[src/pkg/lsc_consts.svh]
// Purpose: constants for the limit switch stop control block
// Assumes: AXI4-Lite register access, 32-bit data
// Notes:   register index 0x01 maps to byte address 0x04
// What this block does
// [RQ1] left input stops motion only when bit 0 set; bit 2 polarity
// [RQ2] right input stops motion only when bit 1 set; bit 3 polarity
// [RQ3] bit 4 swaps which direction each switch blocks
// [RQ4] bit 5 clear: switch stop zeroes velocity at once
// [RQ5] bit 5 set: switch stop ramps velocity linearly down
// [RQ6] bit 6 enables virtual left position bound
// [RQ7] bit 7 enables virtual right position bound
// [RQ8] mode 1 virtual stop zeroes velocity; 0,3 reserved
// [RQ9] mode 2 virtual stop ramps velocity linearly down
// [RQ10] bit 10 latches position when left goes inactive
// [RQ11] bit 11 latches position when left goes active
// [RQ12] synchronise inputs, apply polarity; stop only toward block
`ifndef LSC_CONSTS_SVH
`define LSC_CONSTS_SVH
`define LSC_IDX_CONFIG       8'h01
`define LSC_IDX_VIRT_LEFT    8'h02
`define LSC_IDX_VIRT_RIGHT   8'h03
`define LSC_IDX_LATCH        8'h04
`define LSC_IDX_STATUS       8'h05
`define LSC_IDX_DECEL        8'h06
`define LSC_CONFIG_RESET     32'h00000000
`define LSC_DECEL_RESET      32'h00000001
`define LSC_BIT_LEFT_EN      0
`define LSC_BIT_RIGHT_EN     1
`define LSC_BIT_POL_LEFT     2
`define LSC_BIT_POL_RIGHT    3
`define LSC_BIT_SWAP_DIR     4
`define LSC_BIT_SOFT_STOP    5
`define LSC_BIT_VLEFT_EN     6
`define LSC_BIT_VRIGHT_EN    7
`define LSC_VMODE_LO         8
`define LSC_VMODE_HI         9
`define LSC_BIT_LATCH_INACT  10
`define LSC_BIT_LATCH_ACT    11
`define LSC_CFG_USED_BITS    32'h00000FFF
`define LSC_VMODE_HARD       2'h1
`define LSC_VMODE_SOFT       2'h2
`define LSC_RESP_OKAY        2'h0
`define LSC_RESP_SLVERR      2'h2
`endif

[src/pkg/lsc_pkg.sv]
// Purpose: types for the limit switch stop control block
// Assumes: lsc_consts.svh for numeric constants
// Notes:   none
package lsc_pkg;
    typedef enum logic [1:0] {
        LSC_RUN,
        LSC_HARD,
        LSC_SOFT
    } lsc_stop_e;
    typedef struct packed {
        logic left_active;
        logic right_active;
        logic block_neg;
        logic block_pos;
    } lsc_sw_s;
    typedef struct packed {
        logic        valid;
        logic [31:0] data;
        logic [1:0]  resp;
    } lsc_rd_s;
endpackage

[src/rtl/lsc_limit_stop.sv]
// Purpose: limit switch and virtual limit stop control with position latch
// Assumes: single 125 MHz clock, synchronous active-low reset
// Notes:   velocity is signed; positive means positive direction
//
// Our own choice: register access over AXI4-Lite.
`timescale 1ns/100ps
`include "lsc_consts.svh"
module lsc_limit_stop
    import lsc_pkg::*;
(
    input  wire logic        aclk,
    input  wire logic        aresetn,
    input  wire logic        left_limit_input,
    input  wire logic        right_limit_input,
    input  wire logic [31:0] actual_position,
    input  wire logic [31:0] request_velocity,
    output logic [31:0]      actual_velocity,
    output logic             stop_active,
    input  wire logic [31:0] s_axi_awaddr,
    input  wire logic        s_axi_awvalid,
    output logic             s_axi_awready,
    input  wire logic [31:0] s_axi_wdata,
    input  wire logic [3:0]  s_axi_wstrb,
    input  wire logic        s_axi_wvalid,
    output logic             s_axi_wready,
    output logic [1:0]       s_axi_bresp,
    output logic             s_axi_bvalid,
    input  wire logic        s_axi_bready,
    input  wire logic [31:0] s_axi_araddr,
    input  wire logic        s_axi_arvalid,
    output logic             s_axi_arready,
    output logic [31:0]      s_axi_rdata,
    output logic [1:0]       s_axi_rresp,
    output logic             s_axi_rvalid,
    input  wire logic        s_axi_rready
);
    ////////////////////////////////////////////////////////////////////////
    logic [31:0] reference_switch_config;
    logic [31:0] virt_left_bound;
    logic [31:0] virt_right_bound;
    logic [31:0] latched_position;
    logic [31:0] decel_step;
    logic        aw_held;
    logic        w_held;
    logic [31:0] aw_addr;
    logic [31:0] w_data;
    logic [3:0]  w_strb;
    logic [1:0]  next_bresp;
    lsc_rd_s     rd;
    lsc_sw_s     sw;
    lsc_stop_e   stop_state;
    logic [2:0]  left_sync;
    logic [2:0]  right_sync;
    logic        left_level;
    logic        right_level;
    logic        left_act_q;
    logic        left_act_seen;
    logic        hit_left;
    logic        hit_right;
    logic        moving_pos;
    logic        moving_neg;
    logic        ext_stop;
    logic        virt_stop;
    logic [1:0]  vmode;
    logic        do_write;
    logic [5:0]  wr_idx;

    ////////////////////////////////////////////////////////////////////////
    // write path: address and data taken in either order
    assign s_axi_awready = !aw_held && !s_axi_bvalid;
    assign s_axi_wready  = !w_held && !s_axi_bvalid;
    assign do_write      = aw_held && w_held && !s_axi_bvalid;
    assign wr_idx        = aw_addr[7:2];

    always_ff @(posedge aclk) begin
        if (!aresetn) begin
            aw_held <= 1'b0;
            aw_addr <= 32'h00000000;
        end else if (s_axi_awvalid && s_axi_awready) begin
            aw_held <= 1'b1;
            aw_addr <= s_axi_awaddr;
        end else if (do_write) begin
            aw_held <= 1'b0;
        end
    end

    always_ff @(posedge aclk) begin
        if (!aresetn) begin
            w_held <= 1'b0;
            w_data <= 32'h00000000;
            w_strb <= 4'h0;
        end else if (s_axi_wvalid && s_axi_wready) begin
            w_held <= 1'b1;
            w_data <= s_axi_wdata;
            w_strb <= s_axi_wstrb;
        end else if (do_write) begin
            w_held <= 1'b0;
        end
    end

    function automatic logic [31:0] merge(input logic [31:0] old, input logic [31:0] nw,
                                          input logic [3:0] st);
        logic [31:0] r;
        r = old;
        for (int i = 0; i < 4; i++) begin
            if (st[i]) begin
                r[i*8 +: 8] = nw[i*8 +: 8];
            end
        end
        return r;
    endfunction

    always_comb begin
        if (wr_idx == 6'(`LSC_IDX_CONFIG)) begin
            next_bresp = `LSC_RESP_OKAY;
        end else if (wr_idx == 6'(`LSC_IDX_VIRT_LEFT)) begin
            next_bresp = `LSC_RESP_OKAY;
        end else if (wr_idx == 6'(`LSC_IDX_VIRT_RIGHT)) begin
            next_bresp = `LSC_RESP_OKAY;
        end else if (wr_idx == 6'(`LSC_IDX_DECEL)) begin
            next_bresp = `LSC_RESP_OKAY;
        end else begin
            next_bresp = `LSC_RESP_SLVERR;
        end
    end

    always_ff @(posedge aclk) begin
        if (!aresetn) begin
            reference_switch_config <= `LSC_CONFIG_RESET;
            virt_left_bound         <= 32'h00000000;
            virt_right_bound        <= 32'h00000000;
            decel_step              <= `LSC_DECEL_RESET;
        end else if (do_write && aw_addr[31:8] == 24'h000000) begin
            if (wr_idx == 6'(`LSC_IDX_CONFIG)) begin
                // upper bits belong to functions not built here
                reference_switch_config <= merge(reference_switch_config, w_data, w_strb)
                                           & `LSC_CFG_USED_BITS;
            end else if (wr_idx == 6'(`LSC_IDX_VIRT_LEFT)) begin
                virt_left_bound <= merge(virt_left_bound, w_data, w_strb);
            end else if (wr_idx == 6'(`LSC_IDX_VIRT_RIGHT)) begin
                virt_right_bound <= merge(virt_right_bound, w_data, w_strb);
            end else if (wr_idx == 6'(`LSC_IDX_DECEL)) begin
                decel_step <= merge(decel_step, w_data, w_strb);
            end
        end
    end

    always_ff @(posedge aclk) begin
        if (!aresetn) begin
            s_axi_bvalid <= 1'b0;
            s_axi_bresp  <= `LSC_RESP_OKAY;
        end else if (do_write) begin
            s_axi_bvalid <= 1'b1;
            s_axi_bresp  <= (aw_addr[31:8] == 24'h000000) ? next_bresp : `LSC_RESP_SLVERR;
        end else if (s_axi_bready) begin
            s_axi_bvalid <= 1'b0;
        end
    end

    ////////////////////////////////////////////////////////////////////////
    // read path: one read at a time, answer the cycle after the address
    assign s_axi_arready = !rd.valid;
    assign s_axi_rvalid  = rd.valid;
    assign s_axi_rdata   = rd.data;
    assign s_axi_rresp   = rd.resp;

    always_ff @(posedge aclk) begin
        if (!aresetn) begin
            rd <= '0;
        end else if (s_axi_arvalid && s_axi_arready) begin
            rd.valid <= 1'b1;
            rd.resp  <= `LSC_RESP_OKAY;
            if (s_axi_araddr[31:8] != 24'h000000) begin
                rd.data <= 32'h00000000;
                rd.resp <= `LSC_RESP_SLVERR;
            end else if (s_axi_araddr[7:2] == 6'(`LSC_IDX_CONFIG)) begin
                rd.data <= reference_switch_config;
            end else if (s_axi_araddr[7:2] == 6'(`LSC_IDX_VIRT_LEFT)) begin
                rd.data <= virt_left_bound;
            end else if (s_axi_araddr[7:2] == 6'(`LSC_IDX_VIRT_RIGHT)) begin
                rd.data <= virt_right_bound;
            end else if (s_axi_araddr[7:2] == 6'(`LSC_IDX_LATCH)) begin
                rd.data <= latched_position;
            end else if (s_axi_araddr[7:2] == 6'(`LSC_IDX_STATUS)) begin
                rd.data <= {26'h0000000, stop_state, sw};
            end else if (s_axi_araddr[7:2] == 6'(`LSC_IDX_DECEL)) begin
                rd.data <= decel_step;
            end else begin
                rd.data <= 32'h00000000;
                rd.resp <= `LSC_RESP_SLVERR;
            end
        end else if (s_axi_rready) begin
            rd.valid <= 1'b0;
        end
    end

    ////////////////////////////////////////////////////////////////////////
    // switch inputs: three stages, a change counts once stages 2 and 3 agree
    always_ff @(posedge aclk) begin
        if (!aresetn) begin
            left_sync  <= 3'h0;
            right_sync <= 3'h0;
            left_level <= 1'b0;
            right_level <= 1'b0;
        end else begin
            left_sync  <= {left_sync[1:0], left_limit_input};           // RQ12
            right_sync <= {right_sync[1:0], right_limit_input};         // RQ12
            if (left_sync[2] == left_sync[1]) begin
                left_level <= left_sync[2];
            end
            if (right_sync[2] == right_sync[1]) begin
                right_level <= right_sync[2];
            end
        end
    end

    assign vmode = reference_switch_config[`LSC_VMODE_HI:`LSC_VMODE_LO];

    always_comb begin
        sw.left_active  = left_level == reference_switch_config[`LSC_BIT_POL_LEFT];   // RQ1
        sw.right_active = right_level == reference_switch_config[`LSC_BIT_POL_RIGHT]; // RQ2
        hit_left  = sw.left_active && reference_switch_config[`LSC_BIT_LEFT_EN];      // RQ1
        hit_right = sw.right_active && reference_switch_config[`LSC_BIT_RIGHT_EN];    // RQ2
        if (reference_switch_config[`LSC_BIT_SWAP_DIR]) begin                         // RQ3
            sw.block_pos = hit_left;
            sw.block_neg = hit_right;
        end else begin
            sw.block_neg = hit_left;
            sw.block_pos = hit_right;
        end
    end

    assign moving_pos = !actual_velocity[31] && actual_velocity != 32'h00000000;
    assign moving_neg = actual_velocity[31];
    // only motion toward a blocked side is stopped; backing away stays free
    assign ext_stop = (sw.block_pos && moving_pos) || (sw.block_neg && moving_neg);    // RQ12
    assign virt_stop = (reference_switch_config[`LSC_BIT_VLEFT_EN] && moving_neg       // RQ6
                        && $signed(actual_position) <= $signed(virt_left_bound))
                    || (reference_switch_config[`LSC_BIT_VRIGHT_EN] && moving_pos      // RQ7
                        && $signed(actual_position) >= $signed(virt_right_bound));

    ////////////////////////////////////////////////////////////////////////
    // stop sequencing; reserved virtual modes fall back to hard stop
    always_ff @(posedge aclk) begin
        if (!aresetn) begin
            stop_state <= LSC_RUN;
        end else begin
            case (stop_state)
                LSC_RUN: begin
                    if (ext_stop && !reference_switch_config[`LSC_BIT_SOFT_STOP]) begin
                        stop_state <= LSC_HARD;                                         // RQ4
                    end else if (ext_stop) begin
                        stop_state <= LSC_SOFT;                                         // RQ5
                    end else if (virt_stop && vmode == `LSC_VMODE_SOFT) begin
                        stop_state <= LSC_SOFT;                                         // RQ9
                    end else if (virt_stop) begin
                        stop_state <= LSC_HARD;                                         // RQ8
                    end
                end
                default: begin
                    if (!ext_stop && !virt_stop) begin
                        stop_state <= LSC_RUN;
                    end
                end
            endcase
        end
    end

    assign stop_active = stop_state != LSC_RUN;

    always_ff @(posedge aclk) begin
        if (!aresetn) begin
            actual_velocity <= 32'h00000000;
        end else begin
            case (stop_state)
                LSC_HARD: actual_velocity <= 32'h00000000;                              // RQ4 RQ8
                LSC_SOFT: begin
                    // linear ramp: fixed step per cycle, clamped at zero
                    if (moving_pos) begin
                        actual_velocity <= (actual_velocity > decel_step)
                                         ? actual_velocity - decel_step : 32'h00000000; // RQ5 RQ9
                    end else if (moving_neg) begin
                        actual_velocity <= ((-actual_velocity) > decel_step)
                                         ? actual_velocity + decel_step : 32'h00000000; // RQ5 RQ9
                    end
                end
                default: actual_velocity <= request_velocity;
            endcase
        end
    end

    ////////////////////////////////////////////////////////////////////////
    // position latch on left switch edges, after polarity
    always_ff @(posedge aclk) begin
        if (!aresetn) begin
            left_act_q       <= 1'b0;
            left_act_seen    <= 1'b0;
            latched_position <= 32'h00000000;
        end else begin
            left_act_q    <= sw.left_active;
            left_act_seen <= 1'b1;
            // first cycle after reset has no history, so no edge
            if (left_act_seen && !left_act_q && sw.left_active
                && reference_switch_config[`LSC_BIT_LATCH_ACT]) begin
                latched_position <= actual_position;                                   // RQ11
            end else if (left_act_seen && left_act_q && !sw.left_active
                && reference_switch_config[`LSC_BIT_LATCH_INACT]) begin
                latched_position <= actual_position;                                   // RQ10
            end
        end
    end

    ////////////////////////////////////////////////////////////////////////
    chk_hard_ext_zero: assert property (@(posedge aclk) disable iff (!aresetn)
        stop_state == LSC_HARD |=> actual_velocity == 32'h00000000)
        else $error("hard stop did not zero velocity"); // RQ4
    chk_soft_ext_path: assert property (@(posedge aclk) disable iff (!aresetn)
        stop_state == LSC_RUN && ext_stop && reference_switch_config[`LSC_BIT_SOFT_STOP]
        |=> stop_state == LSC_SOFT)
        else $error("soft stop not entered"); // RQ5
    chk_hard_ext_path: assert property (@(posedge aclk) disable iff (!aresetn)
        stop_state == LSC_RUN && ext_stop && !reference_switch_config[`LSC_BIT_SOFT_STOP]
        |=> stop_state == LSC_HARD)
        else $error("hard stop not entered"); // RQ4
    chk_left_disabled: assert property (@(posedge aclk) disable iff (!aresetn)
        !reference_switch_config[`LSC_BIT_LEFT_EN] && !reference_switch_config[`LSC_BIT_SWAP_DIR]
        |-> !sw.block_neg)
        else $error("disabled left switch blocks"); // RQ1
    chk_right_disabled: assert property (@(posedge aclk) disable iff (!aresetn)
        !reference_switch_config[`LSC_BIT_RIGHT_EN] && !reference_switch_config[`LSC_BIT_SWAP_DIR]
        |-> !sw.block_pos)
        else $error("disabled right switch blocks"); // RQ2
    chk_swap_dir: assert property (@(posedge aclk) disable iff (!aresetn)
        reference_switch_config[`LSC_BIT_SWAP_DIR] |-> sw.block_pos == hit_left
        && sw.block_neg == hit_right)
        else $error("direction swap wrong"); // RQ3
    chk_virt_left_off: assert property (@(posedge aclk) disable iff (!aresetn)
        !reference_switch_config[`LSC_BIT_VLEFT_EN] && !reference_switch_config[`LSC_BIT_VRIGHT_EN]
        |-> !virt_stop)
        else $error("virtual stop while disabled"); // RQ6
    chk_virt_right_on: assert property (@(posedge aclk) disable iff (!aresetn)
        reference_switch_config[`LSC_BIT_VRIGHT_EN] && moving_pos && !ext_stop
        && stop_state == LSC_RUN
        && $signed(actual_position) >= $signed(virt_right_bound)
        && vmode == `LSC_VMODE_HARD |=> stop_state == LSC_HARD)
        else $error("virtual right hard stop missed"); // RQ7
    chk_virt_soft: assert property (@(posedge aclk) disable iff (!aresetn)
        stop_state == LSC_RUN && !ext_stop && virt_stop && vmode == `LSC_VMODE_SOFT
        |=> stop_state == LSC_SOFT)
        else $error("virtual soft stop missed"); // RQ9
    chk_virt_hard: assert property (@(posedge aclk) disable iff (!aresetn)
        stop_state == LSC_RUN && !ext_stop && virt_stop && vmode == `LSC_VMODE_HARD
        |=> ##1 actual_velocity == 32'h00000000)
        else $error("virtual hard stop did not zero"); // RQ8
    chk_latch_active: assert property (@(posedge aclk) disable iff (!aresetn)
        left_act_seen && !left_act_q && sw.left_active
        && reference_switch_config[`LSC_BIT_LATCH_ACT]
        |=> latched_position == $past(actual_position))
        else $error("latch on active edge missed"); // RQ11
    chk_latch_inactive: assert property (@(posedge aclk) disable iff (!aresetn)
        left_act_seen && left_act_q && !sw.left_active
        && reference_switch_config[`LSC_BIT_LATCH_INACT]
        |=> latched_position == $past(actual_position))
        else $error("latch on inactive edge missed"); // RQ10
    chk_no_latch: assert property (@(posedge aclk) disable iff (!aresetn)
        reference_switch_config[`LSC_BIT_LATCH_ACT:`LSC_BIT_LATCH_INACT] == 2'h0
        |=> $stable(latched_position))
        else $error("latch without enable"); // RQ10
    chk_sync_delay: assert property (@(posedge aclk) disable iff (!aresetn)
        !$stable(left_level) |-> left_sync[2] == left_level)
        else $error("level changed without agreement"); // RQ12

endmodule // lsc_limit_stop

[config.mk]
export PLATFORM = sky130hd
export DESIGN_NAME = lsc_limit_stop
export DESIGN_NICKNAME = d
export VERILOG_FILES = /design/src/pkg/lsc_pkg.sv /design/src/rtl/lsc_limit_stop.sv
export VERILOG_INCLUDE_DIRS = /design/src /design/src/pkg
export SDC_FILE = /design/constraint.sdc
export NUM_CORES = 1
export LEC_CHECK = 0
export BUFFER_PORTS_ARGS = -buffer_cell sky130_fd_sc_hd__buf_2
export CAP_MARGIN = 20
export CORE_MARGIN = 3
export CORE_UTILIZATION = 40
export CTS_CLUSTER_DIAMETER = 100
export DETAILED_ROUTE_END_ITERATION = 10
export PLACE_DENSITY = 0.7
export SYNTH_ARGS = -nofsm -noshare
export SYNTH_HDL_FRONTEND = slang
export SYNTH_SLANG_ARGS = --single-unit
[constraint.sdc]
create_clock -name aclk -period 5.05 [get_ports aclk]
set_input_delay 1.2625 -clock aclk [delete_from_list [all_inputs] [get_ports aclk]]
set_output_delay 1.2625 -clock aclk [all_outputs]
set_load 0.1 [all_outputs]
==> flow_summary.yaml, run 1 <==
sta:
  setup_slack_ps: 238.0
  post-route-period-util_pct: 95.29
  maxSlewViolCount: 0
  fin_setup_tns_ps: 0
  max_freq_ghz: 0.2078
  fin_skew_ps: 27.57
  hold_ws_ps: 439.2
  tightestPinTransition_ps: 1015
  maxSlewHeadroom_pct: 32.11
  rsz0062_at_grt: "no"
  final-hold-violation-count: 0
  setup_violations: 0
  min_period_ps: 4812
grt:
  grt_max_degree: 101
  grt_pass1_vias: 16738
  antenna_found_initial: 18
  grt_usage_pct: 24.14
  grt_pass1_wl_um: 91690
  overflow: 0
cells_and_area:
  finalInstanceArea_um2: 21130
  final_cell_mix: "452 x nand2_1, 288 x dfxtp_1, 239 x buf_2"
  final_common_cell: "nand2_1"
  area_growth_pct: 16.44
  fin_nets: 2807
  drive_gt1_share_pct: 14.51
placed_design:
  port_buffers: 240
  dpl_worst_slack_ps: 82.33
  place_area_um2: 19910
  gp_congestion: 0.9504
  hpwlAfterDp_um: 46340
synth:
  ys_types: 92
  synth_top_family_by_area: "compound AO/OA/AOI/OAI gates"
  synth-main-ff-cell: "dfxtp_1"
  synthCells: 2283
  synth-seq-cells: 288
  syn_area_per_cell_um2: 7.950
  synth_compound_area_share_pct: 23.44
  synth_xor_area_share_pct: 2.702
  ys_seq_area_share_pct: 31.77
  synth_edf_count: 0
  synth_area_um2: 18150
  yosys-mux-area-fraction_pct: 2.371
  synth_simple_gate_area_share_pct: 22.96
  synth_fa_ha_area_share_pct: 11.32
  async_flop_share_pct: 0
  yosysWarnings: 0
routing:
  drtIter0Drc: 1298
  drcViolationCount: 0
  drt-pass1-iter-count: 5
  avgRoutedWirePerCell_um: 19.42
  vias: 17307
  antenna_left: 0
  wl_um: 60100
  vias_per_cell: 5.594
die:
  initial_core_util_pct: 40.78
  die_width_um: 219.0
  die_area_um2: 47970
  die_y_um: 219.0
  pin_count: 247
  fp.coreArea_um2: 44510
  rows: 77
clock_tree:
  numCtsBuffers: 35
  cts_tree: "done"
  clock_latency_ps: 560
  htree_levels: 2
  postCtsHoldBufs: 0
  path_clk_slew_ps: 60
  clockBufferDepth: 3
  clock-sinks: 288
  cts_root_buffer: "clkbuf_16"
power:
  leakagePower_nw: 8.497
  ir_drop_v: 0.0003320
  power_density_nw_per_um2: 287.6
setup_path:
  crit_start: "actual_velocity[2]"
  cp-end-kind: "register"
  reg2reg_setup_slack_ps: 240
  cp.required_ps: 5500
  cp_max_fo: 9
  reg2regPathDepth: 15
  worstReg2RegStart: "actual_velocity[2]"
  worstSetupPathType: "register to register"
  cp.arrival_ps: 5260
  r2r-end: "actual_velocity[26]"
  endpoint: "actual_velocity[26]"
  worst_setup_path_start_kind: "register"
hold_path:
  min_path_type: "register to register"
run:
  max-cap-violations: 0
status:
  status: "finished, final reports clean"
-- registers in the layout, summed over array words and instances (netlist names) --
signal / flops
actual_velocity: 32
decel_step: 32
latched_position: 32
s_axi_rdata: 32
virt_left_bound: 32
virt_right_bound: 32
w_data: 32
aw_addr: 30
reference_switch_config: 12
w_strb: 4
left_sync: 3
right_sync: 3
stop_state: 2
aw_held: 1
left_act_q: 1
left_act_seen: 1
left_level: 1
right_level: 1
s_axi_bresp: 1
s_axi_bvalid: 1
s_axi_rresp: 1
s_axi_rvalid: 1
w_held: 1
-- where the power goes --
group	switching, mW	internal (mW)
combinational	0.666	0.358
sequential	0.0859	2.33
clock	1.03	1.61
-- kinds of logic after synthesis --
group / after synthesis
compound gates: 607
simple gates: 872
buf+inv: 253
xor+xnor: 56
flops: 288
fa+ha+maj: 163
mux: 43
other cells: 1
-- worst max-delay path, stage by stage (launching register included) --
cell and delay [ps]:
dfxtp_1 310, or4_1 590, or4_1 560, or3_4 470, nor3_4 270, nand3b_1 140
xor2_1 160, ha_1 290, nand4_1 100, nor2_1 220, nand3_1 120, or4_1 540
o211ai_4 240, nor2_4 130, a221o_1 350, a22o_1 200
-- what timing repair did --
item                       CTS  global route
buffers inserted             0             0
gates resized for setup      0             4
setup endpoints to repair    0            25
-- metrics by stage --
| stage | cells | utilization [%] | power, mW |
|---|---|---|---|
| 3_5_place_dp | 3026 | 44.73 | 3.479 |
| 5_1_grt | 3090 | 47.46 | 6.326 |
| 6_report | 3094 | 47.48 | 6.078 |
| 3_3_place_gp | 3025 | 44.68 | 3.461 |
| 2_1_floorplan | 2284 | - | 3.165 |
| 4_1_cts | 3087 | 47.39 | 6.123 |
-- cell usage after synthesis (43+ instances only) --
cell	instances	share of area (%)
a21boi_0	172	7.1
a21oi_1	117	3.2
a22oi_1	93	3.8
clkbuf_1	107	2.2
dfxtp_1	288	32
ha_1	161	11
inv_1	131	2.7
mux2i_1	43	2.4
nand2_1	453	9.4
nor2_1	93	1.9
nor2b_1	102	3.5
o21ai_0	56	1.5
-- worst min path at each step --
stage / from / endpoint / slack (ps) / cells past startpoint
3_5_place_dp: right_sync[0] / right_sync[1] / 430 / 1
3_3_place_gp: left_sync[0] / left_sync[1] / 430 / 1
6_report: right_sync[0] / right_sync[1] / 440 / 1
4_1_cts: right_sync[0] / right_sync[1] / 440 / 1
5_1_grt: right_sync[0] / right_sync[1] / 460 / 1
2_1_floorplan: left_sync[0] / left_sync[1] / 410 / 1
-- layer usage --
| metal | track usage [%] | wire length [um] | up-vias |
|---|---|---|---|
| met4 | 8.274 | 1985 | 22 |
| met5 | 0 | 121 | - |
| met2 | 39.81 | 27530 | 552 |
| met1 | 30.83 | 26300 | 8184 |
| li1 | - | - | 8419 |
| met3 | 5.912 | 4164 | 130 |
-- cell type report --
type / instances / area (um^2)
Multi-Input combinational cell: 1743 / 11470
Timing Repair Buffer: 272 / 1460
Clock inverter: 16 / 222.7
Tap cell: 592 / 740.7
Sequential cell: 288 / 5766
Fill cell: 4430 / 23380
Antenna cell: 7 / 17.52
Clock buffer: 45 / 963.4
Inverter: 131 / 491.7
Note: power is estimated with default switching activity, not from simulation.
==> run 2, diff against run 1 <==
Settings changed: CAP_MARGIN 20 to default, CORE_UTILIZATION 40 to 58, PLACE_DENSITY 0.7 to 0.91.
Clock period 5.05 ns to 5.6 ns, I/O delays scaled along.
==> flow_summary.yaml, run 2 (same netlist as run 1, synthesis figures left out) <==
clock_tree:
  clock_latency_ps: 590
  postCtsHoldBufs: 0
  cts_root_buffer: "clkbuf_16"
  cts_tree: "done"
  clock-sinks: 288
  htree_levels: 1
  clockBufferDepth: 3
  numCtsBuffers: 31
  path_clk_slew_ps: 60
  cts_setup_buffers: 0
  cts_resized: 0
routing:
  drtIter0Drc: 2048
  antenna_left: 0
  drcViolationCount: 0
  wl_um: 56690
  avgRoutedWirePerCell_um: 19.75
  vias_per_cell: 6.170
  drt-pass1-iter-count: 8
  vias: 17709
run:
  max-cap-violations: 0
die:
  die_width_um: 182.9
  rows: 64
  initial_core_util_pct: 59.03
  fp.coreArea_um2: 30750
  die_y_um: 182.9
  die_area_um2: 33450
  pin_count: 247
cells_and_area:
  final_cells: 2870
  area_growth_pct: 13.30
  final_common_cell: "nand2_1"
  fin_nets: 2787
  final_cell_mix: "452 x nand2_1, 288 x dfxtp_1, 239 x buf_2"
  drive_gt1_share_pct: 13.56
placed_design:
  dp_cells: 2814
  gp_congestion: 0.9930
  hpwlAfterDp_um: 42700
  port_buffers: 240
grt:
  antenna_found_initial: 4
  grt_pass1_vias: 16916
  overflow: 0
  grt_usage_pct: 32.05
  grt_max_degree: 145
  grt_pass1_wl_um: 87940
setup_path:
  worstReg2RegStart: "actual_velocity[2]"
  worstSetupPathType: "register to register"
  cp.required_ps: 6080
  r2r-end: "actual_velocity[26]"
  reg2reg_setup_slack_ps: 450
  worst_setup_path_start_kind: "register"
  cp-end-kind: "register"
  reg2regPathDepth: 15
  cp.arrival_ps: 5630
  cp_max_fo: 9
hold_path:
  min_to: "left_sync[1]"
  min_path_type: "register to register"
  hold_depth: 1
  hp-start: "left_sync[0]"
sta:
  rsz0062_at_grt: "no"
  final-hold-violation-count: 0
  min_period_ps: 5147
  fin_setup_tns_ps: 0
  max_freq_ghz: 0.1943
  maxSlewViolCount: 0
  post-route-period-util_pct: 91.92
  setup_violations: 0
  fin_skew_ps: 13.80
  tightestPinTransition_ps: 1253
  maxSlewHeadroom_pct: 15.26
status:
  status: "finished, final reports clean"
power:
  power_density_nw_per_um2: 253.3
  leakagePower_nw: 8.327
  ir_drop_v: 0.0002902
==> run 2: cell types whose count changed in the layout (fill, tap and decap cells not counted), sizes merged <==
cell and change:
buf -16, bufinv -1, clkbuf -5, clkinvlp +1, diode -4, inv -3
==> run 2: final cells by class <==
cell class,count,area (um^2)
Antenna cell,3,7.507
Clock inverter,13,188.9
Fill cell,2509,10180
Timing Repair Buffer,256,1328
Inverter,131,491.7
Clock buffer,40,849.6
Sequential cell,288,5766
Tap cell,396,495.5
Multi-Input combinational cell,1743,11440
==> run 2: power by group <==
| part | switching [mW] | internal (mW) | total (mW) |
|---|---|---|---|
| sequential | 0.0832 | 2.10 | 2.19 |
| combinational | 0.582 | 0.316 | 0.898 |
| clock | 0.875 | 1.25 | 2.12 |
==> run 2: critical path, cell delays in order, from the launching register on <==
cell      delay, ps
dfxtp_1         390
or4_1           590
or4_1           550
or3_1           540
nor3_2          340
nand3b_1        140
xor2_1          170
ha_1            300
nand4_1          90
nor2_1          230
nand3_1         140
or4_1           510
o211ai_2        320
nor2_4          150
a221o_1         370
a22o_1          190
==> run 2: layer usage <==
metal / part of all wire [%] / global-route usage [%] / up-vias
li1: - / - / 8344
met1: 41 / 42.69 / 8186
met2: 45 / 51.49 / 988
met3: 9.7 / 4.839 / 189
met4: 5.0 / 14.93 / 2
met5: 0.023 / 0 / -
==> run 2: worst max-delay path by stage <==
stage	from	endpoint	slack, ps	cells after the start
2_1_floorplan	actual_velocity[2]	actual_velocity[12]	650	17
3_3_place_gp	actual_velocity[2]	actual_velocity[26]	640	15
3_5_place_dp	actual_velocity[2]	actual_velocity[22]	580	15
4_1_cts	actual_velocity[2]	actual_velocity[22]	530	15
5_1_grt	actual_velocity[2]	actual_velocity[22]	190	15
6_report	actual_velocity[2]	actual_velocity[26]	450	15
==> run 2: per-stage QoR <==
step	hold slack [ps]	util (%)	total power [mW]	setup WS [ps]	cell area, um^2
floorplan	411.9	-	2.854	651.1	18150
global placement	418.5	63.48	3.089	638.3	19520
detailed placement	423.4	63.48	3.108	577.1	19520
CTS	438.6	66.85	5.206	533.6	20560
global route	458.0	66.88	5.372	191.6	20560
finish	437.3	66.88	5.210	452.6	20560
